===== config.mk =====
export PLATFORM = sky130hd
export DESIGN_NAME = csi_core
export DESIGN_NICKNAME = d
export VERILOG_FILES = /design/src/include/csi_pkg.sv /design/src/hw/csi_core.sv
export SDC_FILE = /design/constraint.sdc
export NUM_CORES = 2
export LEC_CHECK = 0
export BUFFER_PORTS_ARGS = -buffer_cell sky130_fd_sc_hd__buf_2
export CAP_MARGIN = 30
export CORE_MARGIN = 5
export CORE_UTILIZATION = 50
export CTS_CLUSTER_SIZE = 20
export DETAILED_ROUTE_END_ITERATION = 10
export PLACE_DENSITY = 0.65
export SKIP_LAST_GASP = 1
export SLEW_MARGIN = 30
export SYNTH_ARGS = -nofsm -noshare
export SYNTH_HDL_FRONTEND = slang
export SYNTH_SLANG_ARGS = --single-unit

===== constraint.sdc =====
create_clock -name CLK_SYS_I -period 34 [get_ports CLK_SYS_I]
set_input_delay 1.7 -clock CLK_SYS_I [delete_from_list [all_inputs] [get_ports CLK_SYS_I]]
set_output_delay 1.7 -clock CLK_SYS_I [all_outputs]
set_load 0.02 [all_outputs]

===== src/include/csi_pkg.sv =====
package csi_pkg;

    // ------------------------------------------------------------
    // data map locations
    // ------------------------------------------------------------
    localparam logic [7:0] ADDR_IND_A = 8'h00;
    localparam logic [7:0] ADDR_PTR_A = 8'h01;
    localparam logic [7:0] ADDR_IND_B = 8'h02;
    localparam logic [7:0] ADDR_PTR_B = 8'h03;
    localparam logic [7:0] ADDR_ACC = 8'h05;
    localparam logic [7:0] ADDR_FLAGS = 8'h0a;
    localparam logic [7:0] ADDR_IRQ_CTRL_A = 8'h0b;
    localparam logic [7:0] ADDR_IRQ_CTRL_B = 8'h1e;
    localparam logic [7:0] ADDR_RAM_LO = 8'h20;
    localparam int RAM_DEPTH = 224;

    // ------------------------------------------------------------
    // reset values and field layout
    // ------------------------------------------------------------
    localparam logic [7:0] RST_BYTE = 8'h00;
    localparam logic [5:0] RST_IRQ_BITS = 6'h00;
    localparam logic [3:0] ARITH_FLAG_MASK = 4'hf;
    localparam int NUM_SRC = 6;
    localparam logic [12:0] VEC_BASE = 13'h004;
    localparam logic [12:0] VEC_STEP = 13'h004;
    localparam logic [3:0] BCD_LIMIT = 4'h9;
    localparam logic [7:0] BCD_ADJ_LO = 8'h06;
    localparam logic [7:0] BCD_ADJ_HI = 8'h60;

    // ------------------------------------------------------------
    // types
    // ------------------------------------------------------------
    typedef enum logic [4:0] {
        OP_ADD, OP_ADC, OP_SUB, OP_SBC, OP_DAA,
        OP_AND, OP_OR, OP_XOR, OP_CPL,
        OP_RL, OP_RR, OP_RLC, OP_RRC,
        OP_INC, OP_DEC,
        OP_SZ, OP_SNZ, OP_SIZ, OP_SDZ
    } csi_alu_op_type;

    typedef struct packed {
        logic watchdog_expired_flag;
        logic halt_entered_flag;
        logic signed_wrap_flag;
        logic zero_flag;
        logic half_carry_flag;
        logic carry_flag;
    } csi_status_type;

endpackage


===== src/hw/csi_core.sv =====
// Behaviour
// RULE1: accesses to 00H and 02H go to RAM at pointer a or pointer b.
// RULE2: indirect access whose pointer selects 00H or 02H reads zero, writes nothing.
// RULE3: both pointers are 8 bits; only pointer b reaches display memory.
// RULE4: accumulator sits at 05H; no direct indirect-to-indirect move exists.
// RULE5: ALU does add, subtract, decimal adjust, logic, rotate, inc, dec, skips.
// RULE6: status register at 0AH holds carry, half carry, zero, overflow, halt, watchdog.
// RULE7: software writes to status leave halt and watchdog flags untouched.
// RULE8: bit 0 is carry or no-borrow; rotate through carry loads it.
// RULE9: bit 1 is low nibble carry or no-borrow into low nibble.
// RULE10: bit 2 set when an arithmetic or logic result is zero.
// RULE11: bit 3 set when carry into MSB differs from carry out.
// RULE12: bit 4 cleared by reset or watchdog clear, set by halt.
// RULE13: bit 5 cleared by reset, watchdog clear or halt; set by timeout.
// RULE14: status bits 6 and 7 read as zero.
// RULE15: calls and interrupt entries never save the status register.
// RULE16: interrupt acknowledge pushes the program counter and jumps to vector.
// RULE17: acknowledge clears global enable; later requests only latch flags.
// RULE18: handler re-enabling global and source enable allows nested service.
// RULE19: no acknowledge while stack is full; request stays pending.
// RULE20: falling edge on external pin a or b sets bit 4 or 5.
// RULE21: external service calls 04H or 08H, clearing its flag and enable; the code clears the flag and global enable, the source enable stays set.
// RULE22: any interrupt request wakes the device from halt.
// RULE23: general RAM lives at 20H to FFH, direct and through pointers.
// RULE24: bit 0 of control register a is the global interrupt enable.
// RULE25: priority: ext a, ext b, timer 0, timer 1, time base, clock.
// RULE26: internal overflow pulses set sticky flags until serviced or cleared.
// RULE27: simultaneous requests: highest served at boundary, others stay latched.
`timescale 1ns/100ps
module csi_core (
    input wire logic CLK_SYS_I,
    input wire logic RST_I,
    input wire logic [7:0] DM_ADDR_I,
    input wire logic DM_RD_I,
    input wire logic DM_WR_I,
    input wire logic [7:0] DM_WDATA_I,
    output logic [7:0] DM_RDATA_O,
    input wire logic ALU_GO_I,
    input wire logic [4:0] ALU_OP_I,
    input wire logic ALU_DEST_ACC_I,
    output logic SKIP_O,
    input wire logic DISP_BANK_I,
    input wire logic [7:0] DISP_RDATA_I,
    output logic [7:0] DISP_ADDR_O,
    output logic [7:0] DISP_WDATA_O,
    output logic DISP_WE_O,
    input wire logic HALT_EXEC_I,
    input wire logic WDT_CLEAR_I,
    input wire logic WDT_TIMEOUT_I,
    output logic HALTED_O,
    input wire logic EXT_IRQ_A_N_I,
    input wire logic EXT_IRQ_B_N_I,
    input wire logic TMR0_OVF_I,
    input wire logic TMR1_OVF_I,
    input wire logic TBASE_I,
    input wire logic RTC_I,
    input wire logic BOUNDARY_I,
    input wire logic STACK_FULL_I,
    input wire logic RETI_I,
    output logic IRQ_CALL_O,
    output logic [12:0] IRQ_VECTOR_O
);

    // ------------------------------------------------------------
    // state
    // ------------------------------------------------------------
    logic [7:0] ram_q [csi_pkg::RAM_DEPTH];
    logic [7:0] ram_pointer_a_q, ram_pointer_a_d;
    logic [7:0] ram_pointer_b_q, ram_pointer_b_d;
    logic [7:0] acc_q, acc_d;
    csi_pkg::csi_status_type st_q, st_d;
    logic global_irq_enable_q, global_irq_enable_d;
    logic [5:0] irq_en_q, irq_en_d;
    logic [5:0] irq_req_q, irq_req_d;
    logic [7:0] rdata_q, rdata_d;
    logic skip_q, skip_d;
    logic halted_q, halted_d;
    logic call_q, call_d;
    logic [12:0] vec_q, vec_d;
    logic [7:0] disp_wdata_q, disp_wdata_d;
    logic disp_we_q, disp_we_d;
    logic [2:0] ext_a_sync_q, ext_b_sync_q;
    logic ram_we;
    logic [7:0] ram_wa, ram_wd;

    // ------------------------------------------------------------
    // address decode helpers
    // ------------------------------------------------------------
    function automatic logic is_ind(input logic [7:0] a);
        return (a == csi_pkg::ADDR_IND_A) || (a == csi_pkg::ADDR_IND_B);
    endfunction

    function automatic logic [7:0] eff_addr(input logic [7:0] a);
        if (a == csi_pkg::ADDR_IND_A) begin
            return ram_pointer_a_q; // [RULE1]
        end
        if (a == csi_pkg::ADDR_IND_B) begin
            return ram_pointer_b_q; // [RULE1]
        end
        return a;
    endfunction

    function automatic logic [7:0] rd_value(input logic [7:0] a);
        logic [7:0] e;
        e = eff_addr(a);
        if (is_ind(a) && is_ind(e)) begin
            return csi_pkg::RST_BYTE; // [RULE2]
        end
        if (a == csi_pkg::ADDR_IND_B && DISP_BANK_I) begin
            return DISP_RDATA_I; // [RULE3]
        end
        if (e >= csi_pkg::ADDR_RAM_LO) begin
            return ram_q[e - csi_pkg::ADDR_RAM_LO]; // [RULE23]
        end
        case (e)
            csi_pkg::ADDR_PTR_A: return ram_pointer_a_q;
            csi_pkg::ADDR_PTR_B: return ram_pointer_b_q;
            csi_pkg::ADDR_ACC: return acc_q; // [RULE4]
            csi_pkg::ADDR_FLAGS: return {2'b00, st_q}; // [RULE6] [RULE14]
            csi_pkg::ADDR_IRQ_CTRL_A:
                return {1'b0, irq_req_q[2:0], irq_en_q[2:0],
                        global_irq_enable_q};
            csi_pkg::ADDR_IRQ_CTRL_B:
                return {1'b0, irq_req_q[5:3], 1'b0, irq_en_q[5:3]};
            default: return csi_pkg::RST_BYTE;
        endcase
    endfunction

    // ------------------------------------------------------------
    // arithmetic unit
    // ------------------------------------------------------------
    logic [7:0] opnd, bb, alu_res;
    logic [8:0] sum9;
    logic [4:0] low5;
    logic cin, alu_writes, is_arith, is_logic, is_skip;
    csi_pkg::csi_alu_op_type op;

    always_comb begin
        op = csi_pkg::csi_alu_op_type'(ALU_OP_I);
        opnd = rd_value(DM_ADDR_I);
        bb = (op == csi_pkg::OP_SUB || op == csi_pkg::OP_SBC) ? ~opnd : opnd;
        case (op)
            csi_pkg::OP_ADC, csi_pkg::OP_SBC: cin = st_q.carry_flag;
            csi_pkg::OP_SUB: cin = 1'b1;
            default: cin = 1'b0;
        endcase
        sum9 = {1'b0, acc_q} + {1'b0, bb} + {8'h00, cin};
        low5 = {1'b0, acc_q[3:0]} + {1'b0, bb[3:0]} + {4'h0, cin};
        is_arith = (op == csi_pkg::OP_ADD) || (op == csi_pkg::OP_ADC) ||
                   (op == csi_pkg::OP_SUB) || (op == csi_pkg::OP_SBC);
        is_logic = (op == csi_pkg::OP_AND) || (op == csi_pkg::OP_OR) ||
                   (op == csi_pkg::OP_XOR) || (op == csi_pkg::OP_CPL) ||
                   (op == csi_pkg::OP_INC) || (op == csi_pkg::OP_DEC);
        is_skip = (op == csi_pkg::OP_SZ) || (op == csi_pkg::OP_SNZ) ||
                  (op == csi_pkg::OP_SIZ) || (op == csi_pkg::OP_SDZ);
        alu_writes = (op != csi_pkg::OP_SZ) && (op != csi_pkg::OP_SNZ);
        case (op) // [RULE5]
            csi_pkg::OP_ADD, csi_pkg::OP_ADC,
            csi_pkg::OP_SUB, csi_pkg::OP_SBC: alu_res = sum9[7:0];
            csi_pkg::OP_DAA: alu_res = acc_q +
                (((acc_q[3:0] > csi_pkg::BCD_LIMIT) || st_q.half_carry_flag)
                    ? csi_pkg::BCD_ADJ_LO : 8'h00) +
                (((acc_q[7:4] > csi_pkg::BCD_LIMIT) || st_q.carry_flag)
                    ? csi_pkg::BCD_ADJ_HI : 8'h00);
            csi_pkg::OP_AND: alu_res = acc_q & opnd;
            csi_pkg::OP_OR: alu_res = acc_q | opnd;
            csi_pkg::OP_XOR: alu_res = acc_q ^ opnd;
            csi_pkg::OP_CPL: alu_res = ~opnd;
            csi_pkg::OP_RL: alu_res = {opnd[6:0], opnd[7]};
            csi_pkg::OP_RR: alu_res = {opnd[0], opnd[7:1]};
            csi_pkg::OP_RLC: alu_res = {opnd[6:0], st_q.carry_flag};
            csi_pkg::OP_RRC: alu_res = {st_q.carry_flag, opnd[7:1]};
            csi_pkg::OP_INC, csi_pkg::OP_SIZ: alu_res = opnd + 8'h01;
            csi_pkg::OP_DEC, csi_pkg::OP_SDZ: alu_res = opnd - 8'h01;
            default: alu_res = opnd;
        endcase
    end

    // ------------------------------------------------------------
    // data path registers and status flags
    // ------------------------------------------------------------
    logic [7:0] w_addr, w_data, w_eff;
    logic w_en, w_drop, w_disp;

    always_comb begin
        w_en = DM_WR_I || (ALU_GO_I && alu_writes && !ALU_DEST_ACC_I);
        w_addr = DM_ADDR_I;
        w_data = DM_WR_I ? DM_WDATA_I : alu_res;
        w_eff = eff_addr(w_addr); // [RULE1]
        w_drop = is_ind(w_addr) && is_ind(w_eff); // [RULE2]
        w_disp = w_en && !w_drop && (w_addr == csi_pkg::ADDR_IND_B) &&
                 DISP_BANK_I; // [RULE3]
        ram_pointer_a_d = ram_pointer_a_q;
        ram_pointer_b_d = ram_pointer_b_q;
        acc_d = acc_q;
        st_d = st_q;
        ram_we = 1'b0;
        ram_wa = w_eff - csi_pkg::ADDR_RAM_LO;
        ram_wd = w_data;
        disp_we_d = w_disp;
        disp_wdata_d = w_disp ? w_data : disp_wdata_q;
        if (w_en && !w_drop && !w_disp) begin
            if (w_eff >= csi_pkg::ADDR_RAM_LO) begin
                ram_we = 1'b1; // [RULE23]
            end
            case (w_eff)
                csi_pkg::ADDR_PTR_A: ram_pointer_a_d = w_data;
                csi_pkg::ADDR_PTR_B: ram_pointer_b_d = w_data;
                csi_pkg::ADDR_ACC: acc_d = w_data; // [RULE4]
                csi_pkg::ADDR_FLAGS: begin
                    st_d[3:0] = w_data[3:0] & csi_pkg::ARITH_FLAG_MASK; // [RULE7]
                end
                default: ;
            endcase
        end
        if (ALU_GO_I) begin
            if (alu_writes && ALU_DEST_ACC_I) begin
                acc_d = alu_res;
            end
            if (is_arith) begin
                st_d.carry_flag = sum9[8]; // [RULE8]
                st_d.half_carry_flag = low5[4]; // [RULE9]
                st_d.signed_wrap_flag = (acc_q[7] ^ bb[7] ^ sum9[7]) ^
                                        sum9[8]; // [RULE11]
                st_d.zero_flag = (alu_res == 8'h00); // [RULE10]
            end
            if (is_logic) begin
                st_d.zero_flag = (alu_res == 8'h00); // [RULE10]
            end
            if (op == csi_pkg::OP_RLC) begin
                st_d.carry_flag = opnd[7]; // [RULE8]
            end
            if (op == csi_pkg::OP_RRC) begin
                st_d.carry_flag = opnd[0]; // [RULE8]
            end
            if (op == csi_pkg::OP_DAA) begin
                st_d.carry_flag = st_q.carry_flag ||
                    (acc_q[7:4] > csi_pkg::BCD_LIMIT);
            end
        end
        if (WDT_CLEAR_I) begin
            st_d.halt_entered_flag = 1'b0; // [RULE12]
            st_d.watchdog_expired_flag = 1'b0; // [RULE13]
        end
        if (HALT_EXEC_I) begin
            st_d.halt_entered_flag = 1'b1; // [RULE12]
            st_d.watchdog_expired_flag = 1'b0; // [RULE13]
        end
        if (WDT_TIMEOUT_I) begin
            st_d.watchdog_expired_flag = 1'b1; // [RULE13]
        end
        rdata_d = DM_RD_I ? rd_value(DM_ADDR_I) : rdata_q;
        skip_d = 1'b0;
        if (ALU_GO_I && is_skip) begin
            skip_d = (op == csi_pkg::OP_SNZ) ? (opnd != 8'h00)
                   : (op == csi_pkg::OP_SZ) ? (opnd == 8'h00)
                   : (alu_res == 8'h00); // [RULE5]
        end
    end

    always_ff @(posedge CLK_SYS_I) begin
        if (ram_we) begin
            ram_q[ram_wa] <= ram_wd;
        end
    end

    always_ff @(posedge CLK_SYS_I) begin
        if (RST_I) begin
            ram_pointer_a_q <= csi_pkg::RST_BYTE;
            ram_pointer_b_q <= csi_pkg::RST_BYTE;
            acc_q <= csi_pkg::RST_BYTE;
            st_q <= '0;
            rdata_q <= csi_pkg::RST_BYTE;
            skip_q <= 1'b0;
            disp_we_q <= 1'b0;
            disp_wdata_q <= csi_pkg::RST_BYTE;
        end else begin
            ram_pointer_a_q <= ram_pointer_a_d;
            ram_pointer_b_q <= ram_pointer_b_d;
            acc_q <= acc_d;
            st_q <= st_d;
            rdata_q <= rdata_d;
            skip_q <= skip_d;
            disp_we_q <= disp_we_d;
            disp_wdata_q <= disp_wdata_d;
        end
    end

    // ------------------------------------------------------------
    // interrupt request, priority and acknowledge
    // ------------------------------------------------------------
    logic [5:0] set_evt, pend;
    logic ack;
    logic [2:0] pick;

    always_comb begin
        set_evt = {RTC_I, TBASE_I, TMR1_OVF_I, TMR0_OVF_I,
                   ext_b_sync_q[2] & ~ext_b_sync_q[1],
                   ext_a_sync_q[2] & ~ext_a_sync_q[1]}; // [RULE20] [RULE26]
        pend = irq_req_q & irq_en_q;
        pick = 3'd0;
        for (int i = csi_pkg::NUM_SRC - 1; i >= 0; i--) begin
            if (pend[i]) begin
                pick = 3'(i); // [RULE25] [RULE27]
            end
        end
        ack = BOUNDARY_I && global_irq_enable_q && (|pend) &&
              !STACK_FULL_I && !call_q; // [RULE19] [RULE18] [RULE24]
        irq_en_d = irq_en_q;
        irq_req_d = irq_req_q;
        global_irq_enable_d = global_irq_enable_q;
        if (w_en && !w_drop && !w_disp && w_eff == csi_pkg::ADDR_IRQ_CTRL_A) begin
            global_irq_enable_d = w_data[0]; // [RULE24]
            irq_en_d[2:0] = w_data[3:1];
            irq_req_d[2:0] = w_data[6:4];
        end
        if (w_en && !w_drop && !w_disp && w_eff == csi_pkg::ADDR_IRQ_CTRL_B) begin
            irq_en_d[5:3] = w_data[2:0];
            irq_req_d[5:3] = w_data[6:4];
        end
        if (ack) begin
            irq_req_d[pick] = 1'b0; // [RULE21]
            global_irq_enable_d = 1'b0; // [RULE17]
        end
        if (RETI_I) begin
            global_irq_enable_d = 1'b1;
        end
        irq_req_d = irq_req_d | set_evt; // [RULE26]
        call_d = ack; // [RULE16] [RULE15]
        vec_d = ack ? csi_pkg::VEC_BASE + 13'(pick) * csi_pkg::VEC_STEP
                    : vec_q; // [RULE21]
        halted_d = halted_q;
        if (HALT_EXEC_I) begin
            halted_d = 1'b1;
        end else if ((|irq_req_q) || WDT_TIMEOUT_I) begin
            halted_d = 1'b0; // [RULE22]
        end
    end

    always_ff @(posedge CLK_SYS_I) begin
        if (RST_I) begin
            ext_a_sync_q <= 3'h7;
            ext_b_sync_q <= 3'h7;
            irq_en_q <= csi_pkg::RST_IRQ_BITS;
            irq_req_q <= csi_pkg::RST_IRQ_BITS;
            global_irq_enable_q <= 1'b0;
            call_q <= 1'b0;
            vec_q <= 13'h000;
            halted_q <= 1'b0;
        end else begin
            ext_a_sync_q <= {ext_a_sync_q[1:0], EXT_IRQ_A_N_I};
            ext_b_sync_q <= {ext_b_sync_q[1:0], EXT_IRQ_B_N_I};
            irq_en_q <= irq_en_d;
            irq_req_q <= irq_req_d;
            global_irq_enable_q <= global_irq_enable_d;
            call_q <= call_d;
            vec_q <= vec_d;
            halted_q <= halted_d;
        end
    end

    assign DM_RDATA_O = rdata_q;
    assign SKIP_O = skip_q;
    assign DISP_ADDR_O = ram_pointer_b_q;
    assign DISP_WDATA_O = disp_wdata_q;
    assign DISP_WE_O = disp_we_q;
    assign HALTED_O = halted_q;
    assign IRQ_CALL_O = call_q;
    assign IRQ_VECTOR_O = vec_q;
endmodule


# --- Yosys cells after proc, flatten, opt, wreduce, memory -nomap -nowiden ---
# Memories as Yosys holds them, arrays and structs flattened.
# Index checks and enable logic that the tools add are counted.
op_classes:
  add_sub_neg: 10
  order_cmp: 5
  eq_ne: 28
  mux: 62
  n_bitwise: 16
  reduce_logical: 60
op_table:
  columns: ["cell", "count"]
  rows:
  - ["$mux W8", 16]
  - ["$pmux W8 S12", 1]
  - ["$pmux W8 S6", 1]
  - ["$eq A5 B4 Y1 const B", 8]
  - ["$logic_not A8 Y1", 4]
  - ["$mux W3", 9]
  - ["$mux W1", 25]
  - ["$eq A8 B2 Y1 const B", 3]
  - ["$eq A5 B3 Y1 const B", 4]
  - ["$logic_and A1 B1 Y1", 18]
  - ["$logic_or A1 B1 Y1", 18]
  - ["$eq A8 B4 Y1 const B", 2]
  - ["$mux W4", 4]
  - ["$eq A5 B5 Y1 const B", 3]
  - ["$and A6 B6 Y6", 2]
  - ["$reduce_or A6 Y1", 2]
  - ["$eq A5 B2 Y1 const B", 2]
  - ["$add A8 B8 Y9", 1]
  - ["$add A9 B1 Y9", 1]
  - ["$add A8 B1 Y8 const B", 1]
  - ["$add A8 B3 Y8", 1]
  - ["$add A8 B7 Y8", 1]
  - ["$and A8 B8 Y8", 1]
  - ["$eq A8 B1 Y1 const B", 1]
  - ["35 further kinds", 52]
word_totals:
  reg_bits: 82
  mem_bits_rw: 1792
  inputBits: 48
  output_inout_bits: 41
  memories: 1
mem_list:
  columns: ["name", "depth", "width", "rd", "rd_ports_with_merged_regs", "write_ports", "line_no", "rtl"]
  rows:
  - ["ram_q", 224, 8, 1, 0, 1, "csi_core.sv:67", "logic [7:0] ram_q [csi_pkg::RAM_DEPTH];"]

# --- Depth between registers and ports, before layout ---
depth:
  ltp_word: 28
  ltp_mapped: 35
  ltp_nobuf: 31

# --- Least setup slack after synthesis ---
# No wires, ideal clock.
synth_timing:
  path_type: "input port to flip-flop"
  startpoint: "input DM_ADDR_I[6]"
  endpoint: "memory ram_q[0][6], data pin"
  setup_ps: 1287
  arrival_time_ps: 12818
  path_slack_ps: 19895
  path_stages: 31
  path_buffers: 4
  path_cell_list: "buf_4 > or4_4 > buf_6 > clkbuf_1 > nor3_1 > nor2_1 > clkinv_1 > ha_1 > nand2_1 > a21oi_1 > o21ai_1 > o31ai_1 > or4_1 > o41ai_1 > a32oi_1 > buf_6 > xor2_1 > fa_1 > inv_1 > fa_1 > nand2_1 > nand2_1 > a21oi_1 > inv_1 > a21o_1 > a21oi_1 > xor2_1 > o21ai_0 > a221o_1 > a221oi_2 > o31ai_2"
synth_via:
  elab_chain_cells: 18
synth_rtl:
  columns: ["item", "line_no", "rtl"]
  rows:
  - ["start: declaration", "csi_core.sv:33", "input wire logic [7:0] DM_ADDR_I,"]
  - ["parallel branches: the longest is 11 deep, another holds $sub A8 B6 Y8", null, null]
  - ["$mux W8 *", "csi_core.sv:109", "if (a == csi_pkg::ADDR_IND_B && DISP_BANK_I) begin"]
  - ["$not A8 Y8", "csi_core.sv:141, csi_core.sv:168", null]
  - ["$mux W8", "csi_core.sv:141", "bb = (op == csi_pkg::OP_SUB || op == csi_pkg::OP_SBC) ? ~opnd : opnd;"]
  - ["$add A8 B8 Y9", "csi_core.sv:147", "sum9 = {1'b0, acc_q} + {1'b0, bb} + {8'h00, cin};"]
  - ["$add A9 B1 Y9", "csi_core.sv:147", null]
  - ["$pmux W8 S12 *", "csi_core.sv:157", "case (op)"]
  - ["$mux W8 *", "csi_core.sv:188", "w_data = DM_WR_I ? DM_WDATA_I : alu_res;"]
  - ["named net ram_wd[6]", "csi_core.sv:84", "logic [7:0] ram_wa, ram_wd;"]
  - ["end: declaration", "csi_core.sv:67", null]
# Mark *: on every way through the listed nets, which the timed path passes. The select of a mux whose other input is x is not followed.

# --- Final worst setup path ---
layout_timing:
  startpoint: "input DM_ADDR_I[4]"
  endpoint: "memory ram_q[52][7], data pin"
# Same word-level chain as after synthesis.

==> results by group <==
GRT
  – First-pass GRT wire length: 370 mm
  – Largest net degree at the start of global routing: 137
  – Total GRT Usage: 32.4%
  – Vias in the first global route: 46600
  – Initial antenna violation count: 18
  – Total congestion overflow: 0

Outcome
  – Status: completed

Yosys
  – FF+latch count, synth: 1865
  – Syn avg cell area: 15.2 sq um
  – Top cells by count, synth: 1792 x edfxtp_1, 625 x nand2_1, 397 x nor2_1, 324 x mux2i_1, 184 x nand3_1
  – Yosys top cell area share: 69.6%
  – Sequential share of the synthesized area: 71.5%
  – Synthesized instance count: 5086
  – Yosys top cell by area: edfxtp_1
  – Number of synthesized flops with an enable pin: roughly 1800
  – Synth Flop Type: edfxtp_1
  – Async S/R FF share, synth: 0%
  – Yosys cell types: 110
  – Dominant cells by area after synthesis: edfxtp_1 70%, mux2i_1 4.2%, mux4_2 4.0%
  – Ys Warns: 0
  – Cell Area, Synth: 77300 sq um
  – Count leader, synth: edfxtp_1

STA
  – Final setup fails: 0
  – Final setup TNS: 0 ns
  – Max-slew violations: 0
  – RSZ-0062 raised after global routing: no
  – Slew @ Worst Pin: roughly 1.2 ns
  – Fin crit share: a little over a third
  – Max Clk Rate: 82.0 MHz
  – Max-slew headroom: 21.5%
  – Final hold violation count: 0
  – Worst Skew: ~0.064 ns
  – Min cycle time layout: roughly 12 ns

Cells and area
  – Final core occ: 55.9%
  – # fillers: approximately 12000
  – Share of post-route cells with drive strength above 1: 15.6%
  – Area Growth Syn to Fin: 11.3%
  – Multi-input gate area: 20500 sq um
  – Area taken by flip-flops and latches: about 55000 sq um
  – Nets: 5283
  – Design area: 86000 sq um

Floorplanning
  – Core Rows: 144
  – Die height: 403 um
  – Ports: between 80 and 90
  – Core Box Area: 154000 sq um
  – Starting density of the core: 50.2%
  – Die area: approximately 160000 sq um
  – DIE WIDTH: 403 um

Worst setup path
  – CP Capture Type: flip-flop
  – CP Data Required Time: 34.39 ns
  – Largest delay share family, worst path: simple AND/OR/NAND/NOR gates
  – WP buf/inv: 7
  – WP data arrival: about 13 ns
  – Worst setup SP type: input port
  – Worst path slowest cell: nor4_1
  – Worst r2r src: DISP_ADDR_O[0]$_SDFFE_PP0P_
  – WS Path Type: in -> reg
  – Peak fanout along the critical path: 113
  – CP startpoint: DM_ADDR_I[4]
  – CP max stage delay: 0.88 ns

Placement
  – Final HPWL DP: 165 mm
  – Routability congestion estimate: between 0.9 and 1
  – Placed cell areas: 80100 sq um
  – PortBufs: 79

CTS
  – Clk slew on worst S/H paths: 0.06 ns
  – Clk Latency, worst-skew pair: 0.86 ns
  – Clock Path Buffers: 3
  – TritonCTS clock tree: yes
  – Hold buffers post-CTS: 0
  – Root Buffer: clkbuf_16
  – Post-CTS Setup Bufs: 0
  – Clk sink count: 1865
  – Post_cts resized: 0
  – Num CTS Buffers: 184
  – H-tree Lvls: 4

Job
  – Max_cap viols: 0

Drt
  – Vias: 49900
  – DRC errors left: 0
  – Routed wire per std cell: 36.2 um
  – Iteration-0 DRC Markers: 8351
  – Post-DR vias/cell: 6.74
  – Total Routed Length: around 270 mm
  – Antenna Violating Nets Remaining: 0
  – DR pass1 iterations: 9

Min path
  – Worst hold-check path type: reg -> reg
  – Hold path start: ext_b_sync_q[2]$_SDFF_PP1_

Pwr
  – Max VDD drop: 51.0 uV
  – PD cells: approximately 58 nW/um^2
  – Leak: 28.4 nW
## metal layers
metal  routed length (um)  GRT usage (%)  vias to the layer above
met2               114000           46.2                     3935
met3                37100           10.5                      825
met5                   54              0                        -
li1                     -              -                    20100
met1                97000           43.8                    25000
met4                19000           18.9                        8
## where the power goes
| group | leakage (nW) | switching, mW | internal [mW] | total [mW] |
|---|---|---|---|---|
| Sequential | 16.8 | 0.00574 | 2.60 | 2.61 |
| Combinational | 8.78 | 0.354 | 0.106 | 0.460 |
| Clock | 2.78 | 0.883 | 1.08 | 1.96 |
| Total | 28.4 | 1.24 | 3.79 | 5.03 |
## cell usage in the layout (no fill, tap or decap), drive strengths merged, types with 15 or more instances in the layout
| cell | n |
|---|---|
| edfxtp | 1792 |
| nand2 | 627 |
| nor2 | 398 |
| mux2i | 326 |
| clkbuf | 239 |
| buf | 237 |
| nand3 | 186 |
| a21oi | 158 |
| mux4 | 138 |
| o21ai | 88 |
| o22ai | 84 |
| clkinv | 74 |
| dfxtp | 73 |
| a211oi | 72 |
| nor3 | 58 |
| and3 | 53 |
| inv | 49 |
| a31oi | 44 |
| mux2 | 44 |
| a221oi | 38 |
| nor4 | 38 |
| ha | 34 |
| a22oi | 34 |
| a32oi | 33 |
| o211ai | 29 |
| nand4 | 27 |
| nand2b | 24 |
| a2111oi | 21 |
| a311oi | 19 |
| or3 | 15 |
| a32o | 15 |
| or4 | 15 |
## through the flow
step	power, mW	setup WS (ns)	instances	hold WS (ns)
finish	5.03	21.81	7399	0.424
global route	5.15	21.58	7386	0.441
CTS	5.02	22.05	7384	0.425
detailed placement	3.10	21.24	7054	0.400
global placement	3.09	21.35	7051	0.399
floorplan	2.91	19.90	5094	0.389
## cell type report
type,instances,share of cell area [%]
Clock inverter,91,1.01
Sequential cell,1865,64.3
Timing Repair Buffer,237,2.00
Antenna cell,14,0.0407
Clock buffer,239,5.65
Inverter,46,0.239
Multi-Input combinational cell,2863,23.8
Tap cell,2044,2.97
## worst register-to-register path: cells and delay by family, from the launching register on
family                   cells  cell delay, ns
adder cells (fa/ha/maj)      1            0.33
buffers and inverters        6            3.32
flip-flops                   1            0.47
multiplexers                 2            0.86
AO/OA/AOI/OAI               12            2.80
XOR/XNOR                     2            0.30
AND/OR/NAND/NOR              6            2.36
## flip-flops by register name, summed over array words and instances, names as in the netlist
signal               count
IRQ_VECTOR_O             4
ext_a_sync_q             3
ram_pointer_a_q          8
st_q                     6
irq_req_q                6
irq_en_q                 6
DISP_WE_O                1
DISP_WDATA_O             8
SKIP_O                   1
acc_q                    8
DISP_ADDR_O              8
ram_q                 1792
HALTED_O                 1
ext_b_sync_q             3
IRQ_CALL_O               1
global_irq_enable_q      1
DM_RDATA_O               8
## worst paths after layout
kind                              to  slack (ns)  cells after the start
max           ram_q[52][7]$_DFFE_PP_       21.81                     31
min          irq_req_q[1]$_SDFF_PP0_        0.42                      1
max reg2reg   ram_q[52][7]$_DFFE_PP_       22.97                     29
min reg2reg  irq_req_q[1]$_SDFF_PP0_        0.42                      1
## logic make-up (layout without fill, tap and decap cells)
kind of cell	after synthesis	in the layout	share of synthesized area (%)
XOR/XNOR	24	24	0.272
AND/OR/NAND/NOR	1487	1487	8.53
multiplexers	508	508	8.90
buffers and inverters	366	613	2.63
adder cells (fa/ha/maj)	38	38	0.654
other	1	23	0.00485
AO/OA/AOI/OAI	797	797	7.48
flip-flops	1865	1865	71.5
Note: power is estimated with default switching activity, not from simulation.
